File: src/rtl/osr_consts.vh
// Purpose: constants for the amplifier-block switch routing control
// Assumes: AXI4-Lite byte addresses, 32-bit words
// Notes: offsets are locally assigned
`ifndef OSR_CONSTS_VH
`define OSR_CONSTS_VH
// register byte offsets
`define OSR_OFF_TRIM0 8'h00
`define OSR_OFF_TRIM1 8'h04
`define OSR_OFF_SW0 8'h08
`define OSR_OFF_SW1 8'h0C
`define OSR_OFF_CLR0 8'h10
`define OSR_OFF_CLR1 8'h14
`define OSR_OFF_HWSEL 8'h18
`define OSR_OFF_STAT 8'h1C
`define OSR_OFF_ACTL0 8'h20
`define OSR_OFF_ACTL1 8'h24
`define OSR_OFF_IRQ 8'h28
// switch register field positions
`define OSR_SW_MUXBUS 0
`define OSR_SW_PINA 1
`define OSR_SW_PINB 2
`define OSR_SW_PINC 3
`define OSR_SW_PIND 4
`define OSR_SW_NEG 8
`define OSR_SW_FB 14
`define OSR_SW_MASK1 18
`define OSR_SW_MASK23 19
`define OSR_SW_WMASK 32'h000C411F
// hardware select, status, control fields
`define OSR_HW_SW1 2
`define OSR_HW_SW23 3
`define OSR_STAT_LO 28
`define OSR_CTL_CMP 4
`define OSR_CTL_EDGE_LO 8
`define OSR_CHAN_PORT_LO 4
`define OSR_CHAN_PIN_LO 0
// edge selection codes
`define OSR_EDGE_OFF 2'h0
`define OSR_EDGE_RISE 2'h1
`define OSR_EDGE_FALL 2'h2
`define OSR_EDGE_BOTH 2'h3
// trim codes
`define OSR_TRIM_NONE 2'h0
`define OSR_TRIM_MIN 2'h1
`define OSR_TRIM_MED 2'h2
`define OSR_TRIM_MAX 2'h3
// channel address values that close routing switches
`define OSR_PORT_ONE 3'h1
`define OSR_PIN_TWO 3'h2
`define OSR_PIN_THREE 3'h3
// bus responses
`define OSR_RESP_OKAY 2'h0
`define OSR_RESP_SLVERR 2'h2
`endif

File: src/rtl/osr_switch_ctrl.v
// Purpose: register control of amplifier switches, routing switches, comparator edge flags
// Assumes: inputs synchronous to aclk; AXI4-Lite slave, one write and one read in flight
// Notes: analog switch enables are registered levels, one cycle behind their causes
// Function
// - two-bit trim decodes none, min, medium, max
// - switch closed while its register bit set
// - writing one to clear register opens switch
// - amp0 positive inputs at bits 0,2,3
// - amp1 positive inputs at bits 0,1,4
// - negative pin bit 8, feedback bit 14
// - amp0 mux switch to bus A, amp1 B
// - amp0 to bus zero; amp1 either bus
// - routing from converter, register, fabric; others register
// - mask bit zero forces routing switch open
// - hardware select zero keeps routing switch closed
// - port select bits 6:4, pin 2:0
// - zero port or pin opens under hardware control
// - switch one: fabric high or port1 pin2
// - switch two: single-ended port1 pin3 closes
// - switch three: differential port1 pin2 closes
// - routing states read at status bits 30:28
// - control bit 4 selects comparator mode
// - comparator mode kills compensation and drivers
// - edge detector selects off, rise, fall, both
// - per-comparator flag, write one clears
//
// Our own choices: the AXI4-Lite interface to the registers and the address map.
`timescale 1ns/10ps
`include "osr_consts.vh"

module osr_switch_ctrl #(
    parameter AW = 8
) (
    // clock and reset
    input wire aclk,
    input wire aresetn,
    // axi4-lite write address and data
    input wire [AW-1:0] s_axi_awaddr,
    input wire s_axi_awvalid,
    output reg s_axi_awready,
    input wire [31:0] s_axi_wdata,
    input wire [3:0] s_axi_wstrb,
    input wire s_axi_wvalid,
    output reg s_axi_wready,
    // axi4-lite write response
    output reg [1:0] s_axi_bresp,
    output reg s_axi_bvalid,
    input wire s_axi_bready,
    // axi4-lite read
    input wire [AW-1:0] s_axi_araddr,
    input wire s_axi_arvalid,
    output reg s_axi_arready,
    output reg [31:0] s_axi_rdata,
    output reg [1:0] s_axi_rresp,
    output reg s_axi_rvalid,
    input wire s_axi_rready,
    // converter channel and fabric
    input wire [6:0] converter_channel_config,
    input wire channel_diff_enable,
    input wire [3:2] fabric_sw_ctrl,
    // comparator outputs
    input wire [1:0] comp_out,
    // analog switch enables: one per register bit for the amplifiers, one per routing switch
    output reg [31:0] amp0_switch_en,
    output reg [31:0] amp1_switch_en,
    output reg [2:0] routing_switch_en,
    // amplifier analog controls and comparator edge flags
    output reg [3:0] comp_cap_sel,
    output reg [1:0] comp_mode_en,
    output reg [1:0] drive_stage_en_n,
    output reg [1:0] comparator_irq_flags
);

    // decode of trim code to binary cap enables, gated by comparator mode
    function [1:0] trim_caps;
        input [1:0] code;
        input cmp;
        begin
            if (cmp) begin
                trim_caps = 2'h0;
            end else begin
                case (code)
                    `OSR_TRIM_NONE: trim_caps = 2'h0;
                    `OSR_TRIM_MIN: trim_caps = 2'h1;
                    `OSR_TRIM_MED: trim_caps = 2'h2;
                    default: trim_caps = 2'h3;
                endcase
            end
        end
    endfunction

    // edge event detect for one comparator
    function edge_hit;
        input [1:0] sel;
        input now;
        input was;
        begin
            case (sel)
                `OSR_EDGE_RISE: edge_hit = now & ~was;
                `OSR_EDGE_FALL: edge_hit = ~now & was;
                `OSR_EDGE_BOTH: edge_hit = now ^ was;
                default: edge_hit = 1'b0;
            endcase
        end
    endfunction

    // applies byte strobes to a word
    function [31:0] strb_merge;
        input [31:0] old;
        input [31:0] wd;
        input [3:0] st;
        integer k;
        begin
            strb_merge = old;
            for (k = 0; k < 4; k = k + 1) begin
                if (st[k]) begin
                    strb_merge[8*k +: 8] = wd[8*k +: 8];
                end
            end
        end
    endfunction

    // registers
    reg [1:0] trim0_ff, trim1_ff;
    reg [31:0] sw0_ff, sw1_ff;
    reg [3:2] hwsel_ff;
    reg [31:0] actl0_ff, actl1_ff;
    reg [1:0] comp_prev_ff;
    reg [AW-1:0] awaddr_ff;
    reg [31:0] wdata_ff;
    reg [3:0] wstrb_ff;
    reg aw_have_ff, w_have_ff;

    wire do_write = aw_have_ff & w_have_ff & ~s_axi_bvalid;
    // decode works on the low byte; the address width must be at least eight
    wire [7:0] waddr = awaddr_ff[7:0] & 8'hFC;
    wire [31:0] wmerged_sw0 = strb_merge(sw0_ff, wdata_ff, wstrb_ff);
    wire [31:0] wmerged_sw1 = strb_merge(sw1_ff, wdata_ff, wstrb_ff);
    wire [31:0] clr_bits = strb_merge(32'h00000000, wdata_ff, wstrb_ff);

    // write channel capture: address and data accepted in either order
    always @(posedge aclk) begin
        if (!aresetn) begin
            s_axi_awready <= 1'b0;
            s_axi_wready <= 1'b0;
            aw_have_ff <= 1'b0;
            w_have_ff <= 1'b0;
            awaddr_ff <= {AW{1'b0}};
            wdata_ff <= 32'h00000000;
            wstrb_ff <= 4'h0;
            s_axi_bvalid <= 1'b0;
            s_axi_bresp <= `OSR_RESP_OKAY;
        end else begin
            s_axi_awready <= ~aw_have_ff & ~s_axi_awready & ~s_axi_bvalid;
            s_axi_wready <= ~w_have_ff & ~s_axi_wready & ~s_axi_bvalid;
            if (s_axi_awvalid & s_axi_awready) begin
                aw_have_ff <= 1'b1;
                awaddr_ff <= s_axi_awaddr;
                s_axi_awready <= 1'b0;
            end
            if (s_axi_wvalid & s_axi_wready) begin
                w_have_ff <= 1'b1;
                wdata_ff <= s_axi_wdata;
                wstrb_ff <= s_axi_wstrb;
                s_axi_wready <= 1'b0;
            end
            if (do_write) begin
                aw_have_ff <= 1'b0;
                w_have_ff <= 1'b0;
                s_axi_bvalid <= 1'b1;
                if (waddr > `OSR_OFF_IRQ) begin
                    s_axi_bresp <= `OSR_RESP_SLVERR;
                end else begin
                    s_axi_bresp <= `OSR_RESP_OKAY;
                end
            end else if (s_axi_bvalid & s_axi_bready) begin
                s_axi_bvalid <= 1'b0;
            end
        end
    end

    // control registers; every write lands at the edge that completes it
    always @(posedge aclk) begin
        if (!aresetn) begin
            trim0_ff <= 2'h0;
            trim1_ff <= 2'h0;
            sw0_ff <= 32'h00000000;
            sw1_ff <= 32'h00000000;
            hwsel_ff <= 2'h0;
            actl0_ff <= 32'h00000000;
            actl1_ff <= 32'h00000000;
        end else if (do_write) begin
            if (waddr == `OSR_OFF_TRIM0) begin
                if (wstrb_ff[0]) trim0_ff <= wdata_ff[1:0];
            end else if (waddr == `OSR_OFF_TRIM1) begin
                if (wstrb_ff[0]) trim1_ff <= wdata_ff[1:0];
            end else if (waddr == `OSR_OFF_SW0) begin
                sw0_ff <= wmerged_sw0 & `OSR_SW_WMASK;
            end else if (waddr == `OSR_OFF_SW1) begin
                sw1_ff <= wmerged_sw1 & `OSR_SW_WMASK;
            end else if (waddr == `OSR_OFF_CLR0) begin
                sw0_ff <= sw0_ff & ~clr_bits;
            end else if (waddr == `OSR_OFF_CLR1) begin
                sw1_ff <= sw1_ff & ~clr_bits;
            end else if (waddr == `OSR_OFF_HWSEL) begin
                if (wstrb_ff[0]) hwsel_ff <= wdata_ff[3:2];
            end else if (waddr == `OSR_OFF_ACTL0) begin
                actl0_ff <= strb_merge(actl0_ff, wdata_ff, wstrb_ff);
            end else if (waddr == `OSR_OFF_ACTL1) begin
                actl1_ff <= strb_merge(actl1_ff, wdata_ff, wstrb_ff);
            end
        end
    end
    // the bus carries one write at a time, so a set and a clear to the same
    // bit cannot collide in one cycle; the chain tests the set offsets before the clears anyway

    // comparator interrupt flags: event set wins over a write-one clear
    wire irq_wr = do_write & (waddr == `OSR_OFF_IRQ) & wstrb_ff[0];
    wire [1:0] irq_clr = irq_wr ? wdata_ff[1:0] : 2'h0;
    wire [1:0] irq_evt;
    genvar g;
    generate
        for (g = 0; g < 2; g = g + 1) begin : g_edge
            wire [31:0] ctl = (g == 0) ? actl0_ff : actl1_ff;
            assign irq_evt[g] = edge_hit(ctl[`OSR_CTL_EDGE_LO +: 2], comp_out[g],
                                         comp_prev_ff[g]);
        end
    endgenerate

    always @(posedge aclk) begin
        if (!aresetn) begin
            comp_prev_ff <= 2'h0;
            comparator_irq_flags <= 2'h0;
        end else begin
            comp_prev_ff <= comp_out;
            comparator_irq_flags <= (comparator_irq_flags & ~irq_clr) | irq_evt;
        end
    end

    // routing switch logic from converter channel, register bits and fabric
    wire [2:0] ch_port = converter_channel_config[`OSR_CHAN_PORT_LO +: 3];
    wire [2:0] ch_pin = converter_channel_config[`OSR_CHAN_PIN_LO +: 3];
    wire port1 = (ch_port == `OSR_PORT_ONE);
    wire sel_p1p2 = port1 & (ch_pin == `OSR_PIN_TWO);
    wire sel_p1p3 = port1 & (ch_pin == `OSR_PIN_THREE);
    wire zero_sel = (ch_port == 3'h0) | (ch_pin == 3'h0);
    reg [2:0] nxt_route;

    always @* begin
        // switch one: amp0 to converter bus zero
        nxt_route[0] = sw0_ff[`OSR_SW_MASK1] & (~hwsel_ff[`OSR_HW_SW1]
                     | fabric_sw_ctrl[2] | (sel_p1p2 & ~zero_sel));
        // switch two: amp1 to converter bus zero, single-ended path
        nxt_route[1] = sw1_ff[`OSR_SW_MASK23] & (~hwsel_ff[`OSR_HW_SW23]
                     | fabric_sw_ctrl[3]
                     | (~channel_diff_enable & sel_p1p3));
        // switch three: amp1 to converter bus one, differential path
        nxt_route[2] = sw1_ff[`OSR_SW_MASK23] & (~hwsel_ff[`OSR_HW_SW23]
                     | fabric_sw_ctrl[3]
                     | (channel_diff_enable & sel_p1p2));
    end

    // analog outputs registered so every top output comes from a flop
    always @(posedge aclk) begin
        if (!aresetn) begin
            amp0_switch_en <= 32'h00000000;
            amp1_switch_en <= 32'h00000000;
            routing_switch_en <= 3'h0;
            comp_cap_sel <= 4'h0;
            comp_mode_en <= 2'h0;
            drive_stage_en_n <= 2'h3;
        end else begin
            // mux-bus bit 0 goes to bus A on amp0 and bus B on amp1
            amp0_switch_en <= sw0_ff;
            amp1_switch_en <= sw1_ff;
            routing_switch_en <= nxt_route;
            comp_mode_en <= {actl1_ff[`OSR_CTL_CMP], actl0_ff[`OSR_CTL_CMP]};
            comp_cap_sel <= {trim_caps(trim1_ff, actl1_ff[`OSR_CTL_CMP]),
                             trim_caps(trim0_ff, actl0_ff[`OSR_CTL_CMP])};
            // high level shuts both output stages of that amplifier
            drive_stage_en_n <= {actl1_ff[`OSR_CTL_CMP], actl0_ff[`OSR_CTL_CMP]};
        end
    end

    // read channel
    reg [31:0] rd_word;
    reg rd_ok;
    wire [7:0] raddr = s_axi_araddr[7:0] & 8'hFC;
    always @* begin
        rd_word = 32'h00000000;
        rd_ok = 1'b1;
        if (raddr == `OSR_OFF_TRIM0) begin
            rd_word[1:0] = trim0_ff;
        end else if (raddr == `OSR_OFF_TRIM1) begin
            rd_word[1:0] = trim1_ff;
        end else if (raddr == `OSR_OFF_SW0) begin
            rd_word = sw0_ff;
        end else if (raddr == `OSR_OFF_SW1) begin
            rd_word = sw1_ff;
        end else if (raddr == `OSR_OFF_CLR0 || raddr == `OSR_OFF_CLR1) begin
            rd_word = 32'h00000000; // write-only strobes read zero
        end else if (raddr == `OSR_OFF_HWSEL) begin
            rd_word[3:2] = hwsel_ff;
        end else if (raddr == `OSR_OFF_STAT) begin
            rd_word[`OSR_STAT_LO +: 3] = routing_switch_en;
        end else if (raddr == `OSR_OFF_ACTL0) begin
            rd_word = actl0_ff;
        end else if (raddr == `OSR_OFF_ACTL1) begin
            rd_word = actl1_ff;
        end else if (raddr == `OSR_OFF_IRQ) begin
            rd_word[1:0] = comparator_irq_flags;
        end else begin
            rd_ok = 1'b0;
        end
    end

    // one read in flight: arready pulses, data follows next cycle
    always @(posedge aclk) begin
        if (!aresetn) begin
            s_axi_arready <= 1'b0;
            s_axi_rvalid <= 1'b0;
            s_axi_rdata <= 32'h00000000;
            s_axi_rresp <= `OSR_RESP_OKAY;
        end else begin
            s_axi_arready <= ~s_axi_arready & ~s_axi_rvalid & s_axi_arvalid;
            if (s_axi_arvalid & s_axi_arready) begin
                s_axi_arready <= 1'b0;
                s_axi_rvalid <= 1'b1;
                s_axi_rdata <= rd_word;
                s_axi_rresp <= rd_ok ? `OSR_RESP_OKAY : `OSR_RESP_SLVERR;
            end else if (s_axi_rvalid & s_axi_rready) begin
                s_axi_rvalid <= 1'b0;
            end
        end
    end

endmodule // osr_switch_ctrl

File: config.mk
export PLATFORM = sky130hd
export DESIGN_NAME = osr_switch_ctrl
export DESIGN_NICKNAME = d
export VERILOG_FILES = /design/src/rtl/osr_switch_ctrl.v
export VERILOG_INCLUDE_DIRS = /design/src /design/src/rtl
export SDC_FILE = /design/constraint.sdc
export NUM_CORES = 1
export LEC_CHECK = 0
export BUFFER_PORTS_ARGS = -buffer_cell sky130_fd_sc_hd__clkbuf_2
export CORE_MARGIN = 2
export CORE_UTILIZATION = 35
export CTS_BUF_LIST = sky130_fd_sc_hd__clkbuf_4
export CTS_CLUSTER_SIZE = 14
export DETAILED_ROUTE_END_ITERATION = 8
export PLACE_DENSITY = 0.65
export SYNTH_ARGS = -nofsm -noshare
export SYNTH_HDL_FRONTEND = slang
export SYNTH_SLANG_ARGS = --single-unit
File: constraint.sdc
create_clock -name aclk -period 2.26 [get_ports aclk]
set_clock_uncertainty 0.2 [all_clocks]
set_input_delay 0.452 -clock aclk [delete_from_list [all_inputs] [get_ports aclk]]
set_output_delay 0.452 -clock aclk [all_outputs]
set_load 0.03 [all_outputs]
==> flow_summary.ini, run 1 <==
[critical_path]
crit_fanout = 10
crit_chain = nand3_1 > dlygate4sd3_1 > a21boi_0 > dlygate4sd3_1
slowest_delay_ns = 0.57
endpoint_kind = flip-flop
r2r_setup_slack_ns = 0.11
reg2reg_to = awaddr_ff[4]
cp_common_cell = dlygate4sd3_1
reg2reg_depth = 4
critPathRequiredTime_ns = 2.70
worstPathArrival_ns = 2.58
cp_slowest_cell = dlygate4sd3_1
timing_worst_setup_path_type = flip-flop to flip-flop
crit_buf_inv = 2
r2r-start = s_axi_awready
critical_path.top_delay_family = buffers and inverters
cp-start-kind = flip-flop

[worst_hold_path]
worstHoldStart = s_axi_wvalid
hold_path_class = input port to flip-flop
hold_path_depth = 5
whs_endpoint = wdata_ff[6]

[global_routing]
grt_pass1_vias = 10700
grt_pass1_wl_um = 56100
overflow = 0
grt_usage = 0.203
grt_max_degree = 64
antenna_found_initial = 2

[clocking]
h-tree-depth = 3
tritoncts = yes
clock_latency_ns = 0.72
clk_pin_slew_ns = 0.07
clockBufferDepth = 3
clock-sinks = 296
cts_buffers = 78
cts_root_buf = clkbuf_4

[yosys]
synthAdderAreaFrac = 0.00426
synthTopCellsByCount = dfxtp_1 (296), nand2_1 (231), o21ai_0 (116), a21boi_0 (92), nand3_1 (86)
synth-simple-area-share = 0.203
synth_warnings = 0
synth_mux_area_frac = 0.0586
postSynthAreaPerCell_um2 = 8.96
synth-compound-area-share = 0.185
synth_flop_cell = dfxtp_1
synth-edff-count = 0
synthTopCellsByArea = dfxtp_1 (50%), nand2_1 (7.4%), a21boi_0 (5.9%)
yosysMostFrequentCell = dfxtp_1
synth_top_family_by_area = simple AND/OR/NAND/NOR gates
synth_area_um2 = 11700
seq_area_frac_synth = 0.504
syn_inst = 1311
synth_top_area_frac = 0.504
synth-async-reset-ratio = 0
synth.largest_area_cell = dfxtp_1
synthDistinctLibCells = 56
yosys_register_bits = 296
yosys.area_share.xor_xnor = 0.000746

[timing]
drv_slew = 0
rsz0062_at_grt = false
fmax_ghz = 0.466
tns_ns = 0
period_needed_ns = 2.15
tightest_slew_ns = 0.755
finalCritPeriodShare = 0.950
hold_viol = 0
relSlewSlack = 0.493
setup_viol = 0

[die]
initial_core_util = 0.353
fp.coreArea_um2 = 33300
io_pins = 189
rows = 67
die-area_um2 = 35000
die_h_um = 187
die_w_um = 187

[drt]
drt-vias-per-instance = 5.06
drtIter0Drc = 602
wl_um = 35900
routed-via-count = 10600
detail_route.drc_violations = 0
ant_nets = 0
drtPass1Iterations = 5
post_drt_wl_per_cell_um = 17.1

[pwr]
power_density_nw_per_um2 = 704
leakage_nw = 6.30
vdd.ir_drop.worst_mv = 0.344

[final_layout]
final_nets = 1678
fin_area_um2 = 15100
area_growth_pct = 28.4
fill_cells = 3321
drive_gt1_frac = 0.230
multi_input_area_um2 = 5330
final-seq-area_um2 = 5930

[placed_design]
port_buffers = 181
place_congestion = 0.825
place_area_um2 = 13400
dpl.hpwl_um = 23700

[run]
max-cap-violations = 0

[run_status]
outcome = complete, no violations
[through the flow]
stage	power (mW)	utilization	setup WS, ns	hold slack (ns)	std cells
final	10.6	0.453	0.114	0.0981	2098
after global routing	11.1	0.453	0.0187	0.0981	2098
after CTS	10.7	0.452	0.0944	0.0553	2092
after detailed placement	6.09	0.404	0.0370	0.246	1902
after global placement	6.08	0.404	0.0811	0.233	1902
after floorplan	5.80	-	0.0652	0.219	1312
[report_power, final]
| group | internal [mW] | switching (mW) |
|---|---|---|
| clock network | 2.47 | 2.09 |
| logic | 0.301 | 0.430 |
| registers | 5.27 | 0.0623 |
[repair_timing]
item | 4_1_cts | 5_1_grt
hold endpoints to repair | 59 | 0
endpoints found under the setup margin | 0 | 3
hold buffers | 67 | 0
resized for setup | 0 | 2
buffers inserted | 0 | 2
[layout by cell type (no fill, tap or decap), drive strengths merged, types with 3 or more instances in the layout]
master and count:
a21boi 93, a21o 3, a21oi 19, a22o 5, a31oi 9, a32o 7, a41oi 27, and2 66
buf 70, clkbuf 291, clkinv 9, dfxtp 296, diode 4, dlygate4sd3 67, ha 4, inv 19
mux2 6, mux2i 62, nand2 231, nand2b 11, nand3 86, nand4 14, nor2 17, nor2b 9
nor3 29, nor4 6, nor4b 3, o211ai 6, o21a 29, o21ai 116, o2bb2ai 3, o31ai 3
or3 6, or4 5
[how the worst max path moves through the flow]
stage	from	to	slack, ns	cells past startpoint
3_5_place_dp	s_axi_araddr[4]	s_axi_rdata[29]	0.04	7
6_report	s_axi_awready	awaddr_ff[4]	0.11	4
2_1_floorplan	s_axi_araddr[5]	s_axi_rdata[2]	0.07	5
4_1_cts	s_axi_awready	s_axi_awready	0.09	1
3_3_place_gp	s_axi_araddr[4]	s_axi_rdata[6]	0.08	7
5_1_grt	s_axi_awready	awaddr_ff[4]	0.02	4
[cells by family after synthesis]
kind of cell,count (synthesis)
other,1
buffers and inverters,125
DFF,296
xor gates and xnor gates,1
adders and majority gates,4
AOI/OAI and AO/OA,327
muxes,68
and+or+nand+nor,489
[final cells by class]
| cell class | instances | area share |
|---|---|---|
| clock buffer | 112 | 0.0557 |
| tap | 448 | 0.0372 |
| clock inverter | 11 | 0.00647 |
| antenna | 4 | 0.000663 |
| timing repair buffer | 316 | 0.149 |
| multi-input combinational | 891 | 0.353 |
| sequential | 296 | 0.393 |
| inverter | 20 | 0.00498 |
[flip-flops by register name, summed over array words and instances (netlist names), 2 cells and up]
register / cells
drive_stage_en_n: 2
amp0_switch_en: 32
s_axi_rdata: 32
amp1_switch_en: 32
actl1_ff: 32
comp_mode_en: 2
comparator_irq_flags: 2
wdata_ff: 32
actl0_ff: 32
comp_cap_sel: 4
hwsel_ff: 2
wstrb_ff: 4
sw1_ff: 32
trim0_ff: 2
awaddr_ff: 6
sw0_ff: 32
comp_prev_ff: 2
routing_switch_en: 3
trim1_ff: 2
[tightest hold or removal path: cells and delay by family]
family	cells	cell delay (ns)
AND/OR/NAND/NOR	2	0.17
AO/OA/AOI/OAI	1	0.06
buffers and inverters	2	0.28
[routing by layer]
layer,GRT usage,up-vias,part of all wire
li1,-,5197,-
met3,0.0473,71,0.064
met1,0.250,5021,0.44
met5,0,-,0
met2,0.340,334,0.47
met4,0.0842,0,0.027
(Power assumes the default switching activity.)
==> inputs of run 2 (changes only) <==
- ABC_AREA: default -> 1
- BUFFER_PORTS_ARGS: -buffer_cell sky130_fd_sc_hd__clkbuf_2 -> default
- DONT_BUFFER_PORTS: default -> 1
- PLACE_DENSITY: 0.65 -> 0.6
==> flow_summary.ini, run 2 <==
[run_status]
outcome = complete, no violations

[die]
rows = 66
die-area_um2 = 34900
die_h_um = 187
initial_core_util = 0.357
io_pins = 189
fp.coreArea_um2 = 32700
die_w_um = 187

[yosys]
yosys_register_bits = 296
synthTopCellsByCount = nand2_1 (447), dfxtp_1 (296), nor2_1 (245), inv_1 (229), o21ai_0 (154)
synthTopCellsByArea = dfxtp_1 (51%), nand2_1 (14%), nor2_1 (7.9%)
postSynthAreaPerCell_um2 = 7.04
synthDistinctLibCells = 30
synth.largest_area_cell = dfxtp_1
synth-edff-count = 0
synth-async-reset-ratio = 0
yosysMostFrequentCell = nand2_1
seq_area_frac_synth = 0.507
synth_top_area_frac = 0.507
syn_inst = 1661
synth_area_um2 = 11700
synth_flop_cell = dfxtp_1
synth_warnings = 0

[drt]
post_drt_wl_per_cell_um = 16.2
ant_nets = 0
drtPass1Iterations = 6
drt-vias-per-instance = 4.77
drtIter0Drc = 723
wl_um = 38000
routed-via-count = 11200
detail_route.drc_violations = 0

[timing]
finalCritPeriodShare = 0.991
period_needed_ns = 2.24
relSlewSlack = 0.641
hold_viol = 0
fmax_ghz = 0.447
tightest_slew_ns = 0.538
drv_slew = 0
tns_ns = 0
rsz0062_at_grt = false
setup_viol = 0

[run]
max-cap-violations = 0

[pwr]
sequentialPowerShare = 0.488
power_mw = 11.0
leakage_nw = 7.04
switchingPower_mw = 2.71
sw_frac_of_total = 0.246
intPower_mw = 8.32
p_comb_frac = 0.057
power_density_nw_per_um2 = 747
vdd.ir_drop.worst_mv = 0.434
clockPowerShare = 0.455

[global_routing]
grt_pass1_wl_um = 59500
antenna_found_initial = 2
overflow = 0
grt_max_degree = 119
grt_usage = 0.218
grt_pass1_vias = 11100

[placed_design]
dpl.hpwl_um = 23900
place_congestion = 0.901
port_buffers = 0

[clocking]
cts_buffers = 82
clockBufferDepth = 3
cts_root_buf = clkbuf_4
clock_latency_ns = 0.72
tritoncts = yes
clock-sinks = 296
clk_pin_slew_ns = 0.07
h-tree-depth = 3

[critical_path]
crit_chain = dlygate4sd3_1 > nand2_2 > dlygate4sd3_1 > nand2_1 > nand4_1 > dlygate4sd3_1 > o21a_1 > nor2_1
critPathRequiredTime_ns = 2.71
slowest_delay_ns = 0.60
crit_fanout = 3
critical_path.top_delay_family = buffers and inverters
cp_common_cell = dlygate4sd3_1
timing_worst_setup_path_type = input port to flip-flop
endpoint_kind = flip-flop
crit_buf_inv = 3
cp_slowest_cell = dlygate4sd3_1
worstPathArrival_ns = 2.68
cp-start-kind = input port

[worst_hold_path]
hold_path_class = input port to flip-flop

[final_layout]
drive_gt1_frac = 0.103
mostFrequentLayoutCells = nand2_1 (443), dfxtp_1 (296), nor2_1 (241)
mostFrequentLayoutCell = nand2_1
area_growth_pct = 26.3
fill_cells = 3402
final_nets = 1913
## run 2: cell types whose count changed in the layout (fill, tap and decap cells not counted), sizes merged, moves of 38 or more
cell | before | now
dlygate4sd3 | 67 | 127
nand4 | 14 | 60
and2 | 66 | 0
a21boi | 93 | 0
a21oi | 19 | 71
inv | 19 | 230
mux2i | 62 | 0
nor2 | 17 | 250
o21ai | 116 | 154
nand3 | 86 | 45
clkbuf | 291 | 115
nand2 | 231 | 448
## run 2: path summary, 6_finish.rpt
path	start	endpoint	cells past startpoint	slack (ns)
worst max-delay path	s_axi_araddr[2]	s_axi_rresp[1]	8	0.02
worst min-delay path	s_axi_araddr[4]	s_axi_rdata[0]	7	0.08
worst min register to register	w_have_ff	s_axi_wready	1	0.23
worst max register to register	awaddr_ff[3]	sw0_ff[21]	10	0.12
## run 2: stage by stage
step / util / cell area, µm² / setup WS, ns / hold slack [ns] / cells
after floorplan: - / 11700 / 0.396 / 0.201 / 1662
after global placement: 0.377 / 12300 / 0.108 / 0.216 / 2066
after detailed placement: 0.377 / 12300 / 0.103 / 0.227 / 2066
after CTS: 0.450 / 14700 / 0.0517 / 0.00813 / 2336
after global routing: 0.451 / 14800 / 0.00709 / 0.0773 / 2340
final: 0.451 / 14800 / 0.0211 / 0.0761 / 2341
## run 2: power by group through the flow
stage	Clock [mW]	Combinational (mW)	Sequential (mW)
after detailed placement	0	0.455	5.49
after global placement	0	0.451	5.49
after floorplan	0	0.331	5.47
final	5.02	0.628	5.38
after CTS	5.17	0.615	5.38
after global routing	5.46	0.686	5.39
## run 2: cell type report
class                      count  area [µm²]  area share
sequential                   296        5930       0.401
multi-input combinational   1052        4600       0.312
timing repair buffer         173        1720       0.116
inverter                     233         882      0.0598
clock buffer                 115         863      0.0585
tap                          442         553      0.0375
clock inverter                27         210      0.0142
antenna                        3        7.51    0.000509
## run 2: logic make-up after synthesis
kind of cell    synth area share
fa+ha+maj                0.00428
simple gates               0.284
flops                      0.507
compound gates             0.101
other cells             0.000321
buf+inv                    0.103
## run 2: layer usage
layer  track usage  up-vias  wire (µm)  part of all wire
met1         0.268     5157      16600              0.44
met2         0.363      373      17800              0.47
met4        0.0983        0       1160             0.030
met5             0        -          0                 0
met3        0.0495       86       2450             0.064
li1              -     5560          -                 -
## run 2: tightest hold or removal path, stage by stage
cell and delay, ns:
nor2_1 0.06, nand3_1 0.13, inv_1 0.07, nand2_1 0.05, nand4_1 0.08, nand2_1 0.06, inv_1 0.03
## run 2: timing repair
item | 4_1_cts | 5_1_grt
endpoints found under the setup margin | 0 | 64
hold buffers | 128 | 0
endpoints found under the hold margin | 268 | 0
buffers inserted | 0 | 2
gates resized for setup | 0 | 10
==> inputs of run 3 (changes only) <==
--- a/config.mk
+++ b/config.mk
@@ -12,3 +12,2 @@
 export CTS_BUF_LIST = sky130_fd_sc_hd__clkbuf_4
-export CTS_CLUSTER_SIZE = 14
 export DETAILED_ROUTE_END_ITERATION = 8
==> constraint.sdc (replaced) <==
create_clock -name aclk -period 2.26 [get_ports aclk]
set_clock_uncertainty 0.2 [all_clocks]
set_input_delay 0.339 -clock aclk [delete_from_list [all_inputs] [get_ports aclk]]
set_output_delay 0.339 -clock aclk [all_outputs]
set_load 0.03 [all_outputs]
==> flow_summary.ini, run 3 (synthesis results as in run 2) <==
[critical_path]
cp-start-kind = flip-flop
timing_worst_setup_path_type = flip-flop to flip-flop
worstPathArrival_ns = 2.59
crit_path_start = s_axi_wready
crit_fanout = 11
reg2reg_depth = 6
endpoint_kind = flip-flop
r2r-start = s_axi_wready
critPathRequiredTime_ns = 2.66

[pwr]
leakage_nw = 7.23
vdd.ir_drop.worst_mv = 0.402
power_mw = 10.9
power_density_nw_per_um2 = 729

[die]
fp.coreArea_um2 = 32700
rows = 66
die-area_um2 = 34900
io_pins = 189
die_h_um = 187
die_w_um = 187
initial_core_util = 0.357

[drt]
drtIter0Drc = 830
detail_route.drc_violations = 0
wl_um = 39000
drt-vias-per-instance = 4.80
post_drt_wl_per_cell_um = 16.5
drtPass1Iterations = 5
ant_nets = 0
routed-via-count = 11400

[placed_design]
dpl.hpwl_um = 23900
place_congestion = 0.894
post-place-ws_ns = 0.160
placedCellCount = 2067
port_buffers = 0

[clocking]
clk_pin_slew_ns = 0.06
cts_buffers = 82
tritoncts = yes
clock-sinks = 296
cts_root_buf = clkbuf_4
h-tree-depth = 3
clock_latency_ns = 0.73
clockBufferDepth = 3

[timing]
tightest_slew_ns = 0.586
period_needed_ns = 2.19
rsz0062_at_grt = true
holdWs_ns = 0.0983
setup_viol = 0
drv_slew = 0
fmax_ghz = 0.457
setup_ws_ns = 0.0712
hold_viol = 0
finalCritPeriodShare = 0.968
relSlewSlack = 0.609
tns_ns = 0

[worst_hold_path]
worstHoldStart = s_axi_araddr[7]
hold_path_class = input port to flip-flop
hold_path_depth = 8

[run]
max-cap-violations = 0

[global_routing]
grt_pass1_wl_um = 59800
grt_max_degree = 127
grt_pass1_vias = 11200
grt_usage = 0.218
overflow = 0
antenna_found_initial = 2

[final_layout]
fill_cells = 3405
area_growth_pct = 28.2
mostFrequentLayoutCell = nand2_1
final_nets = 1933
drive_gt1_frac = 0.110
mostFrequentLayoutCells = nand2_1 (443), dfxtp_1 (294), nor2_1 (239)
layout.cells.non_filler = 2363

[run_status]
outcome = complete, no violations
run 3: cell count changes in the layout (fill, tap and decap cells not counted), sizes merged:
cell          previous run  this run
bufinv                   4         1
inv                    230       232
clkinv                  24        18
buf                     46        47
dlymetal6s4s             0         3
clkbuf                 115       128
clkinvlp                 2         1
dlygate4sd3            127       140
run 3: worst max-delay path, stage by stage (launching register included):
cell           delay, ns
dfxtp_2             0.35
nand2_4             0.06
buf_12              0.15
o21ai_0             0.19
dlygate4sd3_1       0.57
nor2_1              0.04
dlygate4sd3_1       0.54
run 3: report_power, final:
| part | leakage, nW | internal, mW | total (mW) | switching (mW) |
|---|---|---|---|---|
| combinational | 4.21 | 0.289 | 0.716 | 0.428 |
| clock | 0.628 | 2.62 | 4.83 | 2.21 |
| sequential | 2.39 | 5.29 | 5.38 | 0.0908 |
| total | 7.23 | 8.20 | 10.9 | 2.73 |
run 3: final cells by class:
| cell class | count | area [µm²] | share of cell area |
|---|---|---|---|
| diodes | 3 | 7.51 | 0.000501 |
| repair buffers | 193 | 1960 | 0.131 |
| flip-flops and latches | 296 | 5930 | 0.396 |
| inverters | 233 | 878 | 0.0586 |
| well taps | 442 | 553 | 0.0369 |
| clock inverters | 19 | 100 | 0.00668 |
| clock buffers | 125 | 938 | 0.0626 |
| multi-input cells | 1052 | 4620 | 0.308 |
run 3: metrics by stage:
stage,area (µm²),utilization
2_1_floorplan,11700,-
3_3_place_gp,12300,0.377
3_5_place_dp,12300,0.377
4_1_cts,14800,0.453
5_1_grt,15000,0.458
6_report,15000,0.458
run 3: final timing paths:
| kind | to | slack, ns |
|---|---|---|
| min | s_axi_rdata[14] | 0.1 |
| max | wdata_ff[25] | 0.07 |
| max reg2reg | wdata_ff[25] | 0.07 |
| min reg2reg | s_axi_wready | 0.22 |
run 3: what timing repair did:
action | 4_1_cts | 5_1_grt
hold endpoints to repair | 296 | 0
buffers inserted | 0 | 2
setup endpoints to repair | 0 | 31
hold buffers | 144 | 0
gates resized for setup | 0 | 20
run 3: routing by layer:
metal	wire, µm	share of wire	vias up	GRT usage
li1	-	-	5601	-
met1	17100	0.44	5276	0.273
met2	18100	0.47	414	0.360
met3	2720	0.070	63	0.0508
met4	996	0.026	0	0.0904
met5	0	0	-	0
